<file path="src/common/gafu_pkg.sv">
package gafu_pkg;
  // ------------------------------------------------------------
  // clock and timing
  // ------------------------------------------------------------
  localparam int unsigned CLK_HZ = 40_000_000;
  localparam int unsigned ADC_RATE_HZ = 50;
  localparam int unsigned ADC_PERIOD_CYC = CLK_HZ / ADC_RATE_HZ;
  localparam int unsigned DEB_TICK_US = 1000;
  localparam int unsigned DEB_TICK_CYC = (CLK_HZ / 1_000_000) * DEB_TICK_US;
  localparam int unsigned DEB_TICKS = 20;
  // ------------------------------------------------------------
  // widths
  // ------------------------------------------------------------
  localparam int NPIN = 16;
  localparam int NLOW = 8;
  localparam int NSRC = 9;
  localparam int ADC_W = 10;
  localparam int ST_W = 4;
  // ------------------------------------------------------------
  // register byte offsets
  // ------------------------------------------------------------
  localparam logic [11:0] OFS_ID = 12'h000;
  localparam logic [11:0] OFS_FSEL0 = 12'h004;
  localparam logic [11:0] OFS_FSEL1 = 12'h008;
  localparam logic [11:0] OFS_DIR = 12'h00c;
  localparam logic [11:0] OFS_ODR = 12'h010;
  localparam logic [11:0] OFS_OUT = 12'h014;
  localparam logic [11:0] OFS_PIN = 12'h018;
  localparam logic [11:0] OFS_NTF = 12'h01c;
  localparam logic [11:0] OFS_THR = 12'h020;
  localparam logic [11:0] OFS_ADC = 12'h024;
  localparam logic [11:0] OFS_STAT = 12'h028;
  localparam logic [11:0] OFS_MASK = 12'h02c;
  localparam logic [11:0] OFS_CTRL = 12'h030;
  localparam logic [11:0] OFS_BTN = 12'h034;
  // ------------------------------------------------------------
  // reset values
  // ------------------------------------------------------------
  localparam logic [63:0] FSEL_RST = 64'h0000_0000_0000_0000;
  localparam logic [15:0] PIN16_RST = 16'h0000;
  localparam logic [9:0] THR_RST = 10'h010;
  localparam logic [3:0] ST_RST = 4'h0;
  localparam logic [1:0] CTRL_RST = 2'h0;
  // ------------------------------------------------------------
  // field positions
  // ------------------------------------------------------------
  localparam int ST_PIN = 0;
  localparam int ST_ADC = 1;
  localparam int ST_BTN = 2;
  localparam int ST_CAPT = 3;
  localparam int CT_PLAY_SIL = 0;
  localparam int CT_SELFPW = 1;
  localparam int FSEL_STRIDE = 8;
  // ------------------------------------------------------------
  // function select codes for the eight low pins
  // ------------------------------------------------------------
  localparam logic [4:0] FN_GPIO = 5'h00;
  localparam logic [4:0] FN_BTN_FIRST = 5'h01;
  localparam logic [4:0] FN_CAPT = 5'h09;
  localparam logic [4:0] FN_OUT_FIRST = 5'h0a;
  localparam logic [4:0] FN_OUT_LAST = 5'h11;
endpackage : gafu_pkg

</file>
<file path="src/common/gafu_adc_if.sv">
`timescale 1ns/100ps
// carries the analog channel between the register side and the monitor
interface gafu_adc_if;
  logic [9:0] thr;    // change threshold
  logic [9:0] value;  // latest converted value
  logic report;       // one-cycle pulse: value moved past threshold
  modport mon (input thr, output value, output report);
  modport ctl (output thr, input value, input report);
endinterface : gafu_adc_if

</file>
<file path="src/hw/gafu_adc_mon.sv">
`timescale 1ns/100ps
module gafu_adc_mon
  import gafu_pkg::*;
#(
  parameter int unsigned PERIOD = ADC_PERIOD_CYC
) (
  input wire logic pclk,
  input wire logic presetn,
  input wire logic [9:0] adc_result,
  input wire logic adc_done,
  output logic convert_ff,
  gafu_adc_if.mon a
);
  // ------------------------------------------------------------
  // sample rate timer: one conversion request per period
  // ------------------------------------------------------------
  localparam int CW = $clog2(PERIOD + 1);
  logic [CW-1:0] cnt_ff;     // period counter
  logic [9:0] value_ff;      // latest result
  logic [9:0] last_ff;       // last value that was reported
  logic report_ff;           // report pulse
  logic [9:0] diff;          // distance from the last report

  // free-running timer; the analog macro answers with adc_done
  always_ff @(posedge pclk or negedge presetn) begin
    if (!presetn) begin
      cnt_ff <= '0;
      convert_ff <= 1'b0;
    end else begin
      convert_ff <= (cnt_ff == CW'(PERIOD - 1));
      cnt_ff <= (cnt_ff == CW'(PERIOD - 1)) ? '0 : cnt_ff + 1'b1;
    end
  end

  // ------------------------------------------------------------
  // change detector against the last reported value
  // ------------------------------------------------------------
  always_comb begin
    diff = (adc_result > last_ff) ? adc_result - last_ff
                                  : last_ff - adc_result;
  end

  // only a report moves the reference, so slow drift still reports
  always_ff @(posedge pclk or negedge presetn) begin
    if (!presetn) begin
      value_ff <= 10'h000;
      last_ff <= 10'h000;
      report_ff <= 1'b0;
    end else begin
      report_ff <= adc_done && (diff > a.thr);
      if (adc_done) begin
        value_ff <= adc_result;
        if (diff > a.thr) begin
          last_ff <= adc_result;
        end
      end
    end
  end

  assign a.value = value_ff;
  assign a.report = report_ff;

  a_adc_report: assert property (
    @(posedge pclk) disable iff (!presetn)
    (adc_done && diff > a.thr) |=> report_ff && last_ff == value_ff)
    else $error("large analog change not reported");
  a_adc_rate: assert property (
    @(posedge pclk) disable iff (!presetn)
    convert_ff |=> !convert_ff [*8])
    else $error("conversion requests too close together");
endmodule : gafu_adc_mon

</file>
<file path="src/hw/gafu_debounce.sv">
`timescale 1ns/100ps
module gafu_debounce
  import gafu_pkg::*;
(
  input wire logic pclk,
  input wire logic presetn,
  input wire logic tick,
  input wire logic raw,
  output logic stable_ff
);
  // ------------------------------------------------------------
  // stability counter, counted in sampling ticks
  // ------------------------------------------------------------
  logic [4:0] cnt_ff; // ticks the raw level has differed

  // any bounce back to the accepted level restarts the wait
  always_ff @(posedge pclk or negedge presetn) begin
    if (!presetn) begin
      cnt_ff <= 5'h00;
      stable_ff <= 1'b0;
    end else if (raw == stable_ff) begin
      cnt_ff <= 5'h00;
    end else if (tick) begin
      if (cnt_ff == 5'(DEB_TICKS - 1)) begin
        stable_ff <= raw;
        cnt_ff <= 5'h00;
      end else begin
        cnt_ff <= cnt_ff + 5'h01;
      end
    end
  end

  a_deb_on_tick: assert property (
    @(posedge pclk) disable iff (!presetn)
    (stable_ff != $past(stable_ff)) |-> $past(tick) && $past(cnt_ff) ==
      5'(DEB_TICKS - 1))
    else $error("debounced level moved without a full interval");
endmodule : gafu_debounce

</file>
<file path="src/hw/gafu_top.sv">
`timescale 1ns/100ps
// Functional notes
// - analog pin sampled 50/s, 10-bit result
// - analog value polled or reported past threshold
// - any function on any low pin
// - outputs on several pins, open-drain or push-pull
// - alternate pins driven, still readable
// - eight media buttons plus capture toggle
// - buttons active low, report press and release
// - capture state flips on debounced release
// - sleep indicators follow USB suspend
// - suspend when self-powered and link lost
// - idle indicators when audio and serial idle
// - capture indicators follow capture mute state
// - playback indicators follow host mute command
// - host sets general output levels
// - host polls pins and analog value
// - notify on change of selected pins
// - all sixteen pins monitored
// - every access handled independently, no session
module gafu_top
  import gafu_pkg::*;
#(
  parameter logic [31:0] ID_VALUE = 32'h0000_5a11, // arbitrary value
  parameter int unsigned TICK_CYC = DEB_TICK_CYC,
  parameter int unsigned ADC_CYC = ADC_PERIOD_CYC
) (
  input wire logic pclk,
  input wire logic presetn,
  input wire logic [11:0] paddr,
  input wire logic psel,
  input wire logic penable,
  input wire logic pwrite,
  input wire logic [31:0] pwdata,
  output logic [31:0] prdata,
  output logic pready,
  output logic pslverr,
  input wire logic [15:0] gpio_in,
  output logic [15:0] gpio_out,
  output logic [15:0] gpio_oe_n,
  input wire logic usb_connected,
  input wire logic usb_bus_active,
  input wire logic audio_idle,
  input wire logic serial_idle,
  input wire logic [9:0] adc_result,
  input wire logic adc_done,
  output logic adc_convert,
  output logic hid_report_strobe,
  output logic [7:0] hid_buttons,
  output logic irq
);
  // ------------------------------------------------------------
  // input synchronisers
  // ------------------------------------------------------------
  logic [19:0] s1_ff;      // first stage, read only by s2_ff
  logic [19:0] s2_ff;      // synchronised pins and status lines
  logic [15:0] pin_s;      // pad levels, all sixteen pins
  logic conn_s;
  logic act_s;
  logic aidle_s;
  logic sidle_s;

  always_ff @(posedge pclk or negedge presetn) begin
    if (!presetn) begin
      s1_ff <= 20'h0_0000;
      s2_ff <= 20'h0_0000;
    end else begin
      s1_ff <= {serial_idle, audio_idle, usb_bus_active, usb_connected,
                gpio_in};
      s2_ff <= s1_ff;
    end
  end
  assign pin_s = s2_ff[15:0];
  assign conn_s = s2_ff[16];
  assign act_s = s2_ff[17];
  assign aidle_s = s2_ff[18];
  assign sidle_s = s2_ff[19];

  // ------------------------------------------------------------
  // registers written by software
  // ------------------------------------------------------------
  logic [63:0] fsel_ff;    // 5-bit function code per low pin
  logic [15:0] dir_ff;     // general pin drives when set
  logic [15:0] odr_ff;     // open-drain select per pin
  logic [15:0] out_ff;     // general output levels
  logic [15:0] ntf_ff;     // pins that raise change notices
  logic [9:0] thr_ff;      // analog report threshold
  logic [3:0] mask_ff;     // interrupt enables
  logic [1:0] ctrl_ff;     // playback mute, self-powered
  logic [3:0] status_ff;   // sticky events
  logic [31:0] prdata_ff;
  logic pready_ff;
  logic pslverr_ff;
  logic [31:0] nxt_prdata;
  logic nxt_slverr;
  logic wr_en;             // write takes effect this edge
  logic [3:0] events;      // status set terms

  // access phase always answers in its first cycle
  assign wr_en = psel && penable && pready_ff && pwrite;

  // register writes; each access stands alone
  always_ff @(posedge pclk or negedge presetn) begin
    if (!presetn) begin
      fsel_ff <= FSEL_RST;
      dir_ff <= PIN16_RST;
      odr_ff <= PIN16_RST;
      out_ff <= PIN16_RST;
      ntf_ff <= PIN16_RST;
      thr_ff <= THR_RST;
      mask_ff <= ST_RST;
      ctrl_ff <= CTRL_RST;
    end else if (wr_en) begin
      unique case (paddr)
        OFS_FSEL0: fsel_ff[31:0] <= pwdata;
        OFS_FSEL1: fsel_ff[63:32] <= pwdata;
        OFS_DIR: dir_ff <= pwdata[15:0];
        OFS_ODR: odr_ff <= pwdata[15:0];
        OFS_OUT: out_ff <= pwdata[15:0];
        OFS_NTF: ntf_ff <= pwdata[15:0];
        OFS_THR: thr_ff <= pwdata[9:0];
        OFS_MASK: mask_ff <= pwdata[3:0];
        OFS_CTRL: ctrl_ff <= pwdata[1:0];
        default: ;
      endcase
    end
  end

  // sticky status: a new event beats a same-cycle clear
  always_ff @(posedge pclk or negedge presetn) begin
    if (!presetn) begin
      status_ff <= ST_RST;
    end else begin
      status_ff <= (status_ff & ~((wr_en && paddr == OFS_STAT) ?
                   pwdata[3:0] : 4'h0)) | events;
    end
  end

  // ------------------------------------------------------------
  // APB slave: read mux and one-cycle answer
  // ------------------------------------------------------------
  gafu_adc_if adc_bus ();
  logic [8:0] src_db;      // debounced sources, 8 = capture
  logic capt_state_ff;     // capture mute state

  // read data is picked in the setup cycle
  always_comb begin
    nxt_prdata = 32'h0000_0000;
    nxt_slverr = 1'b0;
    unique case (paddr)
      OFS_ID: nxt_prdata = ID_VALUE;
      OFS_FSEL0: nxt_prdata = fsel_ff[31:0];
      OFS_FSEL1: nxt_prdata = fsel_ff[63:32];
      OFS_DIR: nxt_prdata[15:0] = dir_ff;
      OFS_ODR: nxt_prdata[15:0] = odr_ff;
      OFS_OUT: nxt_prdata[15:0] = out_ff;
      OFS_PIN: nxt_prdata[15:0] = pin_s;
      OFS_NTF: nxt_prdata[15:0] = ntf_ff;
      OFS_THR: nxt_prdata[9:0] = thr_ff;
      OFS_ADC: nxt_prdata[9:0] = adc_bus.value;
      OFS_STAT: nxt_prdata[3:0] = status_ff;
      OFS_MASK: nxt_prdata[3:0] = mask_ff;
      OFS_CTRL: nxt_prdata[1:0] = ctrl_ff;
      OFS_BTN: nxt_prdata[9:0] = {capt_state_ff, src_db};
      default: nxt_slverr = 1'b1;
    endcase
  end

  // pready rises in the first access cycle and falls after it
  always_ff @(posedge pclk or negedge presetn) begin
    if (!presetn) begin
      prdata_ff <= 32'h0000_0000;
      pready_ff <= 1'b0;
      pslverr_ff <= 1'b0;
    end else begin
      pready_ff <= psel && !penable;
      if (psel && !penable) begin
        prdata_ff <= pwrite ? 32'h0000_0000 : nxt_prdata;
        pslverr_ff <= nxt_slverr;
      end else begin
        pslverr_ff <= 1'b0;
      end
    end
  end
  assign prdata = prdata_ff;
  assign pready = pready_ff;
  assign pslverr = pslverr_ff;

  // ------------------------------------------------------------
  // analog channel
  // ------------------------------------------------------------
  assign adc_bus.thr = thr_ff;

  gafu_adc_mon #(
    .PERIOD(ADC_CYC)
  ) u_adc (
    .pclk(pclk),
    .presetn(presetn),
    .adc_result(adc_result),
    .adc_done(adc_done),
    .convert_ff(adc_convert),
    .a(adc_bus.mon)
  );

  // ------------------------------------------------------------
  // debounce tick and input functions
  // ------------------------------------------------------------
  localparam int TW = $clog2(TICK_CYC + 1);
  logic [TW-1:0] tick_cnt_ff; // sampling tick divider
  logic tick_ff;
  logic [8:0] src_raw;        // pressed when any mapped pin is low

  always_ff @(posedge pclk or negedge presetn) begin
    if (!presetn) begin
      tick_cnt_ff <= '0;
      tick_ff <= 1'b0;
    end else begin
      tick_ff <= (tick_cnt_ff == TW'(TICK_CYC - 1));
      tick_cnt_ff <= (tick_cnt_ff == TW'(TICK_CYC - 1)) ? '0
                     : tick_cnt_ff + 1'b1;
    end
  end

  // codes 1..8 are media buttons, code 9 the capture toggle
  for (genvar f = 0; f < NSRC; f++) begin : g_src
    logic [7:0] hit;
    for (genvar p = 0; p < NLOW; p++) begin : g_hit
      assign hit[p] = fsel_ff[p*FSEL_STRIDE +: 5] ==
                      5'(FN_BTN_FIRST + 5'(f));
    end
    assign src_raw[f] = |(hit & ~pin_s[7:0]);
    gafu_debounce u_deb (
      .pclk(pclk),
      .presetn(presetn),
      .tick(tick_ff),
      .raw(src_raw[f]),
      .stable_ff(src_db[f])
    );
  end

  // ------------------------------------------------------------
  // media report and capture toggle
  // ------------------------------------------------------------
  logic [8:0] src_prev_ff;    // last debounced sources
  logic hid_strobe_ff;
  logic [7:0] hid_buttons_ff;
  logic btn_event;
  logic capt_event;

  assign btn_event = src_db[7:0] != src_prev_ff[7:0];
  // pressed to released is the low-to-high edge of the input
  assign capt_event = src_prev_ff[8] && !src_db[8];

  always_ff @(posedge pclk or negedge presetn) begin
    if (!presetn) begin
      src_prev_ff <= 9'h000;
      hid_strobe_ff <= 1'b0;
      hid_buttons_ff <= 8'h00;
      capt_state_ff <= 1'b0;
    end else begin
      src_prev_ff <= src_db;
      hid_strobe_ff <= btn_event;
      if (btn_event) begin
        hid_buttons_ff <= src_db[7:0];
      end
      if (capt_event) begin
        capt_state_ff <= !capt_state_ff;
      end
    end
  end
  assign hid_report_strobe = hid_strobe_ff;
  assign hid_buttons = hid_buttons_ff;

  // ------------------------------------------------------------
  // power and mute indicator levels
  // ------------------------------------------------------------
  logic susp_ff;           // in USB suspend
  logic idle_ff;           // in low-power mode
  logic [7:0] alt_lvl;     // output function levels by code-10

  // bus-powered builds never suspend
  always_ff @(posedge pclk or negedge presetn) begin
    if (!presetn) begin
      susp_ff <= 1'b0;
      idle_ff <= 1'b0;
    end else begin
      susp_ff <= ctrl_ff[CT_SELFPW] && (!conn_s || !act_s);
      idle_ff <= aidle_s && sidle_s;
    end
  end
  assign alt_lvl = {!ctrl_ff[CT_PLAY_SIL], ctrl_ff[CT_PLAY_SIL],
                    !capt_state_ff, capt_state_ff,
                    !idle_ff, idle_ff,
                    !susp_ff, susp_ff};

  // ------------------------------------------------------------
  // pad drivers
  // ------------------------------------------------------------
  logic [15:0] nxt_out;
  logic [15:0] nxt_oe_n;
  logic [15:0] gpio_out_ff;
  logic [15:0] gpio_oe_n_ff;

  for (genvar p = 0; p < NPIN; p++) begin : g_pad
    logic alt_out;
    logic alt_in;
    logic lvl;
    logic drv;
    if (p < NLOW) begin : g_low
      logic [4:0] code;
      logic [4:0] oidx;
      assign code = fsel_ff[p*FSEL_STRIDE +: 5];
      assign oidx = code - FN_OUT_FIRST;
      assign alt_out = code >= FN_OUT_FIRST && code <= FN_OUT_LAST;
      assign alt_in = code != FN_GPIO && code <= FN_CAPT;
      assign lvl = alt_out ? alt_lvl[oidx[2:0]] : out_ff[p];
    end else begin : g_high
      assign alt_out = 1'b0;
      assign alt_in = 1'b0;
      assign lvl = out_ff[p];
    end
    // input functions never drive; open drain only pulls low
    assign drv = alt_out || (!alt_in && dir_ff[p]);
    assign nxt_out[p] = lvl;
    assign nxt_oe_n[p] = !(drv && (!odr_ff[p] || !lvl));
  end

  always_ff @(posedge pclk or negedge presetn) begin
    if (!presetn) begin
      gpio_out_ff <= PIN16_RST;
      gpio_oe_n_ff <= 16'hffff;
    end else begin
      gpio_out_ff <= nxt_out;
      gpio_oe_n_ff <= nxt_oe_n;
    end
  end
  assign gpio_out = gpio_out_ff;
  assign gpio_oe_n = gpio_oe_n_ff;

  // ------------------------------------------------------------
  // change notices and interrupt
  // ------------------------------------------------------------
  logic [15:0] pin_prev_ff;
  logic pin_event;
  logic irq_ff;

  // alternate pins are watched too, since the pad is sampled
  assign pin_event = |((pin_s ^ pin_prev_ff) & ntf_ff);
  assign events = {capt_event, btn_event, adc_bus.report, pin_event};

  always_ff @(posedge pclk or negedge presetn) begin
    if (!presetn) begin
      pin_prev_ff <= PIN16_RST;
      irq_ff <= 1'b0;
    end else begin
      pin_prev_ff <= pin_s;
      irq_ff <= |(status_ff & mask_ff);
    end
  end
  assign irq = irq_ff;

  // ------------------------------------------------------------
  // checks
  // ------------------------------------------------------------
  a_pin_read: assert property (
    @(posedge pclk) disable iff (!presetn)
    (psel && !penable && !pwrite && paddr == OFS_PIN)
      |=> prdata[15:0] == $past(pin_s) && pready)
    else $error("pin read does not return pad levels");
  a_pin_notify: assert property (
    @(posedge pclk) disable iff (!presetn)
    (|((pin_s ^ pin_prev_ff) & ntf_ff)) |=> status_ff[ST_PIN])
    else $error("selected pin change not flagged");
  a_hid_edges: assert property (
    @(posedge pclk) disable iff (!presetn)
    (src_db[7:0] != src_prev_ff[7:0])
      |=> hid_report_strobe && hid_buttons == $past(src_db[7:0]))
    else $error("button edge without report");
  a_capt_flip: assert property (
    @(posedge pclk) disable iff (!presetn)
    (src_prev_ff[8] && !src_db[8])
      |=> capt_state_ff != $past(capt_state_ff))
    else $error("capture state did not flip on release");
  a_susp_enter: assert property (
    @(posedge pclk) disable iff (!presetn)
    (ctrl_ff[CT_SELFPW] && !conn_s) ##1 ctrl_ff[CT_SELFPW] |-> susp_ff)
    else $error("no suspend after link loss");
  a_idle_pair: assert property (
    @(posedge pclk) disable iff (!presetn)
    (aidle_s && sidle_s) |=> alt_lvl[2] && !alt_lvl[3])
    else $error("idle indicators wrong");
  a_gpio_drive: assert property (
    @(posedge pclk) disable iff (!presetn)
    (dir_ff[15] && !odr_ff[15])
      |=> !gpio_oe_n[15] && gpio_out[15] == $past(out_ff[15]))
    else $error("general output not driven");
  a_odrain_rel: assert property (
    @(posedge pclk) disable iff (!presetn)
    (odr_ff[15] && out_ff[15]) |=> gpio_oe_n[15])
    else $error("open-drain pin drives high");
endmodule : gafu_top

</file>
<file path="config.mk">
export PLATFORM = sky130hd
export DESIGN_NAME = gafu_top
export DESIGN_NICKNAME = d
export VERILOG_FILES = /design/src/common/gafu_pkg.sv /design/src/common/gafu_adc_if.sv /design/src/hw/gafu_adc_mon.sv /design/src/hw/gafu_debounce.sv /design/src/hw/gafu_top.sv
export SDC_FILE = /design/constraint.sdc
export NUM_CORES = 1
export LEC_CHECK = 0
export ABC_AREA = 1
export BUFFER_PORTS_ARGS = -buffer_cell sky130_fd_sc_hd__buf_2
export CAP_MARGIN = 5
export CORE_ASPECT_RATIO = 1.2
export CORE_MARGIN = 2
export CORE_UTILIZATION = 45
export DETAILED_ROUTE_END_ITERATION = 16
export PLACE_DENSITY = 0.65
export SYNTH_ARGS = -nofsm -noshare
export SYNTH_HDL_FRONTEND = slang
export SYNTH_HIERARCHICAL = 1
export SYNTH_SLANG_ARGS = --single-unit
</file>
<file path="constraint.sdc">
create_clock -name pclk -period 2.5 [get_ports pclk]
set_input_delay 0 -clock pclk [delete_from_list [all_inputs] [get_ports pclk]]
set_output_delay 0 -clock pclk [all_outputs]
set_load 0.005 [all_outputs]
</file>
==> flow_metrics.env <==
export IMPL_rsz0062_at_grt="true"
export IMPL_io_pins=157
export IMPL_p_per_area_nw_per_um2=677.4
export IMPL_path_cells="ha_2 -> inv_2 -> fa_2 -> nand2_2 -> nand3_2 -> and2_4 -> xor2_1 -> nand2_1 -> o21ai_1 -> ha_1 -> nand2_2 -> nor2_4 -> o211ai_1 -> nand3_4 -> nand2_2 -> buf_12 -> nand2_1 -> nand2_1"
export IMPL_layout_commonest_cell="nand2_1"
export IMPL_antenna_found_initial=1
export IMPL_start_kind="flop"
export IMPL_start_util=0.4526
export IMPL_fp_row_count=88
export IMPL_clk_latency_ns=0.59
export IMPL_setup_ws_ns=-0.2785
export IMPL_mostFrequentLayoutCells="nand2_1, dfrtp_1, inv_1"
export IMPL_dp_hpwl_um=48860
export IMPL_grt_overflow=0
export IMPL_cts_tree="done"
export IMPL_avgSynthCellArea_sq_um=7.773
export IMPL_path_clk_slew_ns=0.06
export IMPL_power_w=0.01771
export IMPL_fill_cells=4508
export IMPL_grt_pass1_wl_um=103900
export IMPL_fin_crit_sh=1.111
export IMPL_critical_path_class="reg2reg"
export IMPL_vias=19770
export IMPL_p_leak_nw=13.34
export IMPL_async_flop_share=1.000
export IMPL_synthDistinctLibCells=54
export IMPL_drv_cap=0
export IMPL_synth_ff_type="dfrtp_1"
export IMPL_final_max_slew_viol_count=0
export IMPL_netlist_instances=2782
export IMPL_h_tree_depth=2
export IMPL_area_growth_pct=20.91
export IMPL_synth_seq_cells=405
export IMPL_arrival_ns=3.24
export IMPL_worstMarginPinSlew_ns=0.7052
export IMPL_clock_sinks=405
export IMPL_yosysWarnings=6
export IMPL_first_global_vias=19120
export IMPL_wl_per_cell_um=17.37
export IMPL_cts_buffers=45
export IMPL_worstHoldPathType="in2async"
export IMPL_die_width_um=204.1
export IMPL_relSlewSlack=0.5299
export IMPL_dp_worst_setup_slack_ns=-0.3170
export IMPL_worstPathRequired_ns=2.96
export IMPL_die_area_sq_um=49830
export IMPL_finClkSkew_ns=0.02721
export IMPL_wl_um=65220
export IMPL_end_kind="flop"
export IMPL_avgViaCountPerCell=5.266
export IMPL_grtUsageTotal=0.2652
export IMPL_vdd_drop_max_v=0.001231
export IMPL_ant_nets=0
export IMPL_numPortBuffers=156
export IMPL_tns_ns=-2.801
export IMPL_status="finished with violations"
export IMPL_die_h_um=244.1
export IMPL_core_area_sq_um=47790
export IMPL_synth_edff_count=0
export IMPL_synth_fp_nets=2912
export IMPL_clockBufferDepth=3
export IMPL_route_detailed_drc=0
export IMPL_violations="negative hold slack, negative setup slack"
export IMPL_slowest_stage="fa_2"
export IMPL_layout_min_cycle_time_ns=2.779
export IMPL_crit_path_max_fanout=11
export IMPL_gp_congestion=0.9610
export IMPL_grt_max_degree=81
export IMPL_r2r_start="u_adc/last_ff[0]"
export IMPL_r2r_slack_ns=-0.28
export IMPL_setup_viol=11
export IMPL_ys_seq_area_frac=0.4696
export IMPL_num_antenna_cells=0
export IMPL_syn_cell_area_sq_um=21630
export IMPL_worst_hold_slack_ns=-0.02781
export IMPL_hold_violations=16
export IMPL_drive_gt1_frac=0.1792
export IMPL_first_pass_iters=6
export IMPL_max_stage_delay_ns=0.38
export IMPL_nets=3220
export IMPL_drt_iter0_markers=1739
export IMPL_clock_tree_root_cell="clkbuf_16"
export IMPL_startpoint="u_adc/last_ff[0]"
export IMPL_max_freq_mhz=359.9
-- routing by layer --
metal  GRT usage  up-vias  wire length [um]
li1            -     9566                 -
met1      0.3437     9425             27210
met2      0.4524      626             32220
met3     0.03718      153              3550
met4     0.09442        2              2226
met5           0        -                11
-- worst max-delay path, delay by kind of cell, from the launching register on --
kind | cells | cell delay, ns
AO/OA/AOI/OAI | 2 | 0.21
XOR/XNOR | 1 | 0.14
adder cells (fa/ha/maj) | 3 | 0.87
buffers and inverters | 2 | 0.18
flip-flops | 1 | 0.36
AND/OR/NAND/NOR | 10 | 0.90
-- metrics by stage --
step	hold WS, ns	cells	instance area (sq um)	util
6_report	-0.02781	3755	26150	0.5472
5_1_grt	0.03118	3755	26150	0.5472
4_1_cts	0.003287	3755	26100	0.5462
3_5_place_dp	0.04553	3602	23680	0.4955
3_3_place_gp	0.04146	3602	23680	0.4955
2_1_floorplan	-0.2956	2782	21690	-
-- area by class of cell --
cell class	instances	area, sq um	share of cell area
Clock inverter	23	295.3	0.01129
Tap cell	630	788.3	0.03015
Multi-Input combinational cell	1966	9931	0.3798
Clock buffer	59	1279	0.04890
Inverter	334	1259	0.04814
Sequential cell	405	10160	0.3884
Timing Repair Buffer	338	2440	0.09331
-- what timing repair did --
item	4_1_cts	5_1_grt
pin swaps	1	8
gates resized for setup	39	13
setup endpoints to repair	11	11
cloned	1	0
hold buffers	69	0
endpoints found under the hold margin	595	0
buffers inserted	1	0
-- registers in the layout, indices dropped and copies added, names as in the netlist, 8 cells and up --
| signal | count |
|---|---|
| adc_bus.thr | 10 |
| dir_ff | 16 |
| fsel_ff | 64 |
| g_src.u_deb/cnt_ff | 45 |
| g_src.u_deb/stable_ff | 9 |
| gpio_oe_n | 16 |
| gpio_out | 16 |
| hid_buttons | 8 |
| ntf_ff | 16 |
| odr_ff | 16 |
| out_ff | 16 |
| pin_prev_ff | 16 |
| prdata | 32 |
| s1_ff | 20 |
| s2_ff | 20 |
| src_prev_ff | 9 |
| tick_cnt_ff | 16 |
| u_adc/a.value | 10 |
| u_adc/cnt_ff | 20 |
| u_adc/last_ff | 10 |
-- cell usage after synthesis (all sizes together) (3+ instances only) --
library cell  count  area, sq um
nor4              5        31.28
o31ai             3        22.52
a21oi            44        220.2
o21a              6        45.04
o21ai           231         1190
and3              3        18.77
nor2            227         1054
o22ai            24        150.1
nand2           936         3669
buf              65        441.7
nand3           230         1156
inv             333         1255
o32ai             3        26.28
a22o             16        140.1
xor2             44        385.4
xnor2             6        52.55
or2               9        56.30
dfrtp           388         9709
a211oi            5        62.56
dfstp            17        446.7
nand4            59        369.1
clkbuf           12        47.55
o21bai            6        45.04
nor3             30        161.4
ha               48        600.6
o211ai           17        127.6
-- logic make-up (layout without fill, tap and decap cells) --
logic type      after synthesis  in the layout  synth area share
buf+inv                     411            754           0.08083
fa+ha+maj                    50             50           0.02962
compound gates              363            363           0.09697
xor+xnor                     50             50           0.02025
mux                           1              1         0.0005207
simple gates               1502           1502            0.3022
flops                       405            405            0.4696
-- where the power goes --
group	internal, W	switching [W]	leakage [nW]
logic	0.00175	0.00212	7.19
registers	0.00672	0.000133	5.37
clock network	0.00416	0.00284	0.774
-- path summary, 6_finish.rpt --
check / to / cells after the start
setup reg to reg: u_adc/last_ff[1] / 18
hold / removal: out_ff[15] / 2
setup / recovery: u_adc/last_ff[1] / 18
max in group asynchronous: gpio_oe_n[2] / 3
min in group pclk: s1_ff[10] / 2
hold reg to reg: s2_ff[16] / 0
Power figures use the tool's default switching activity.
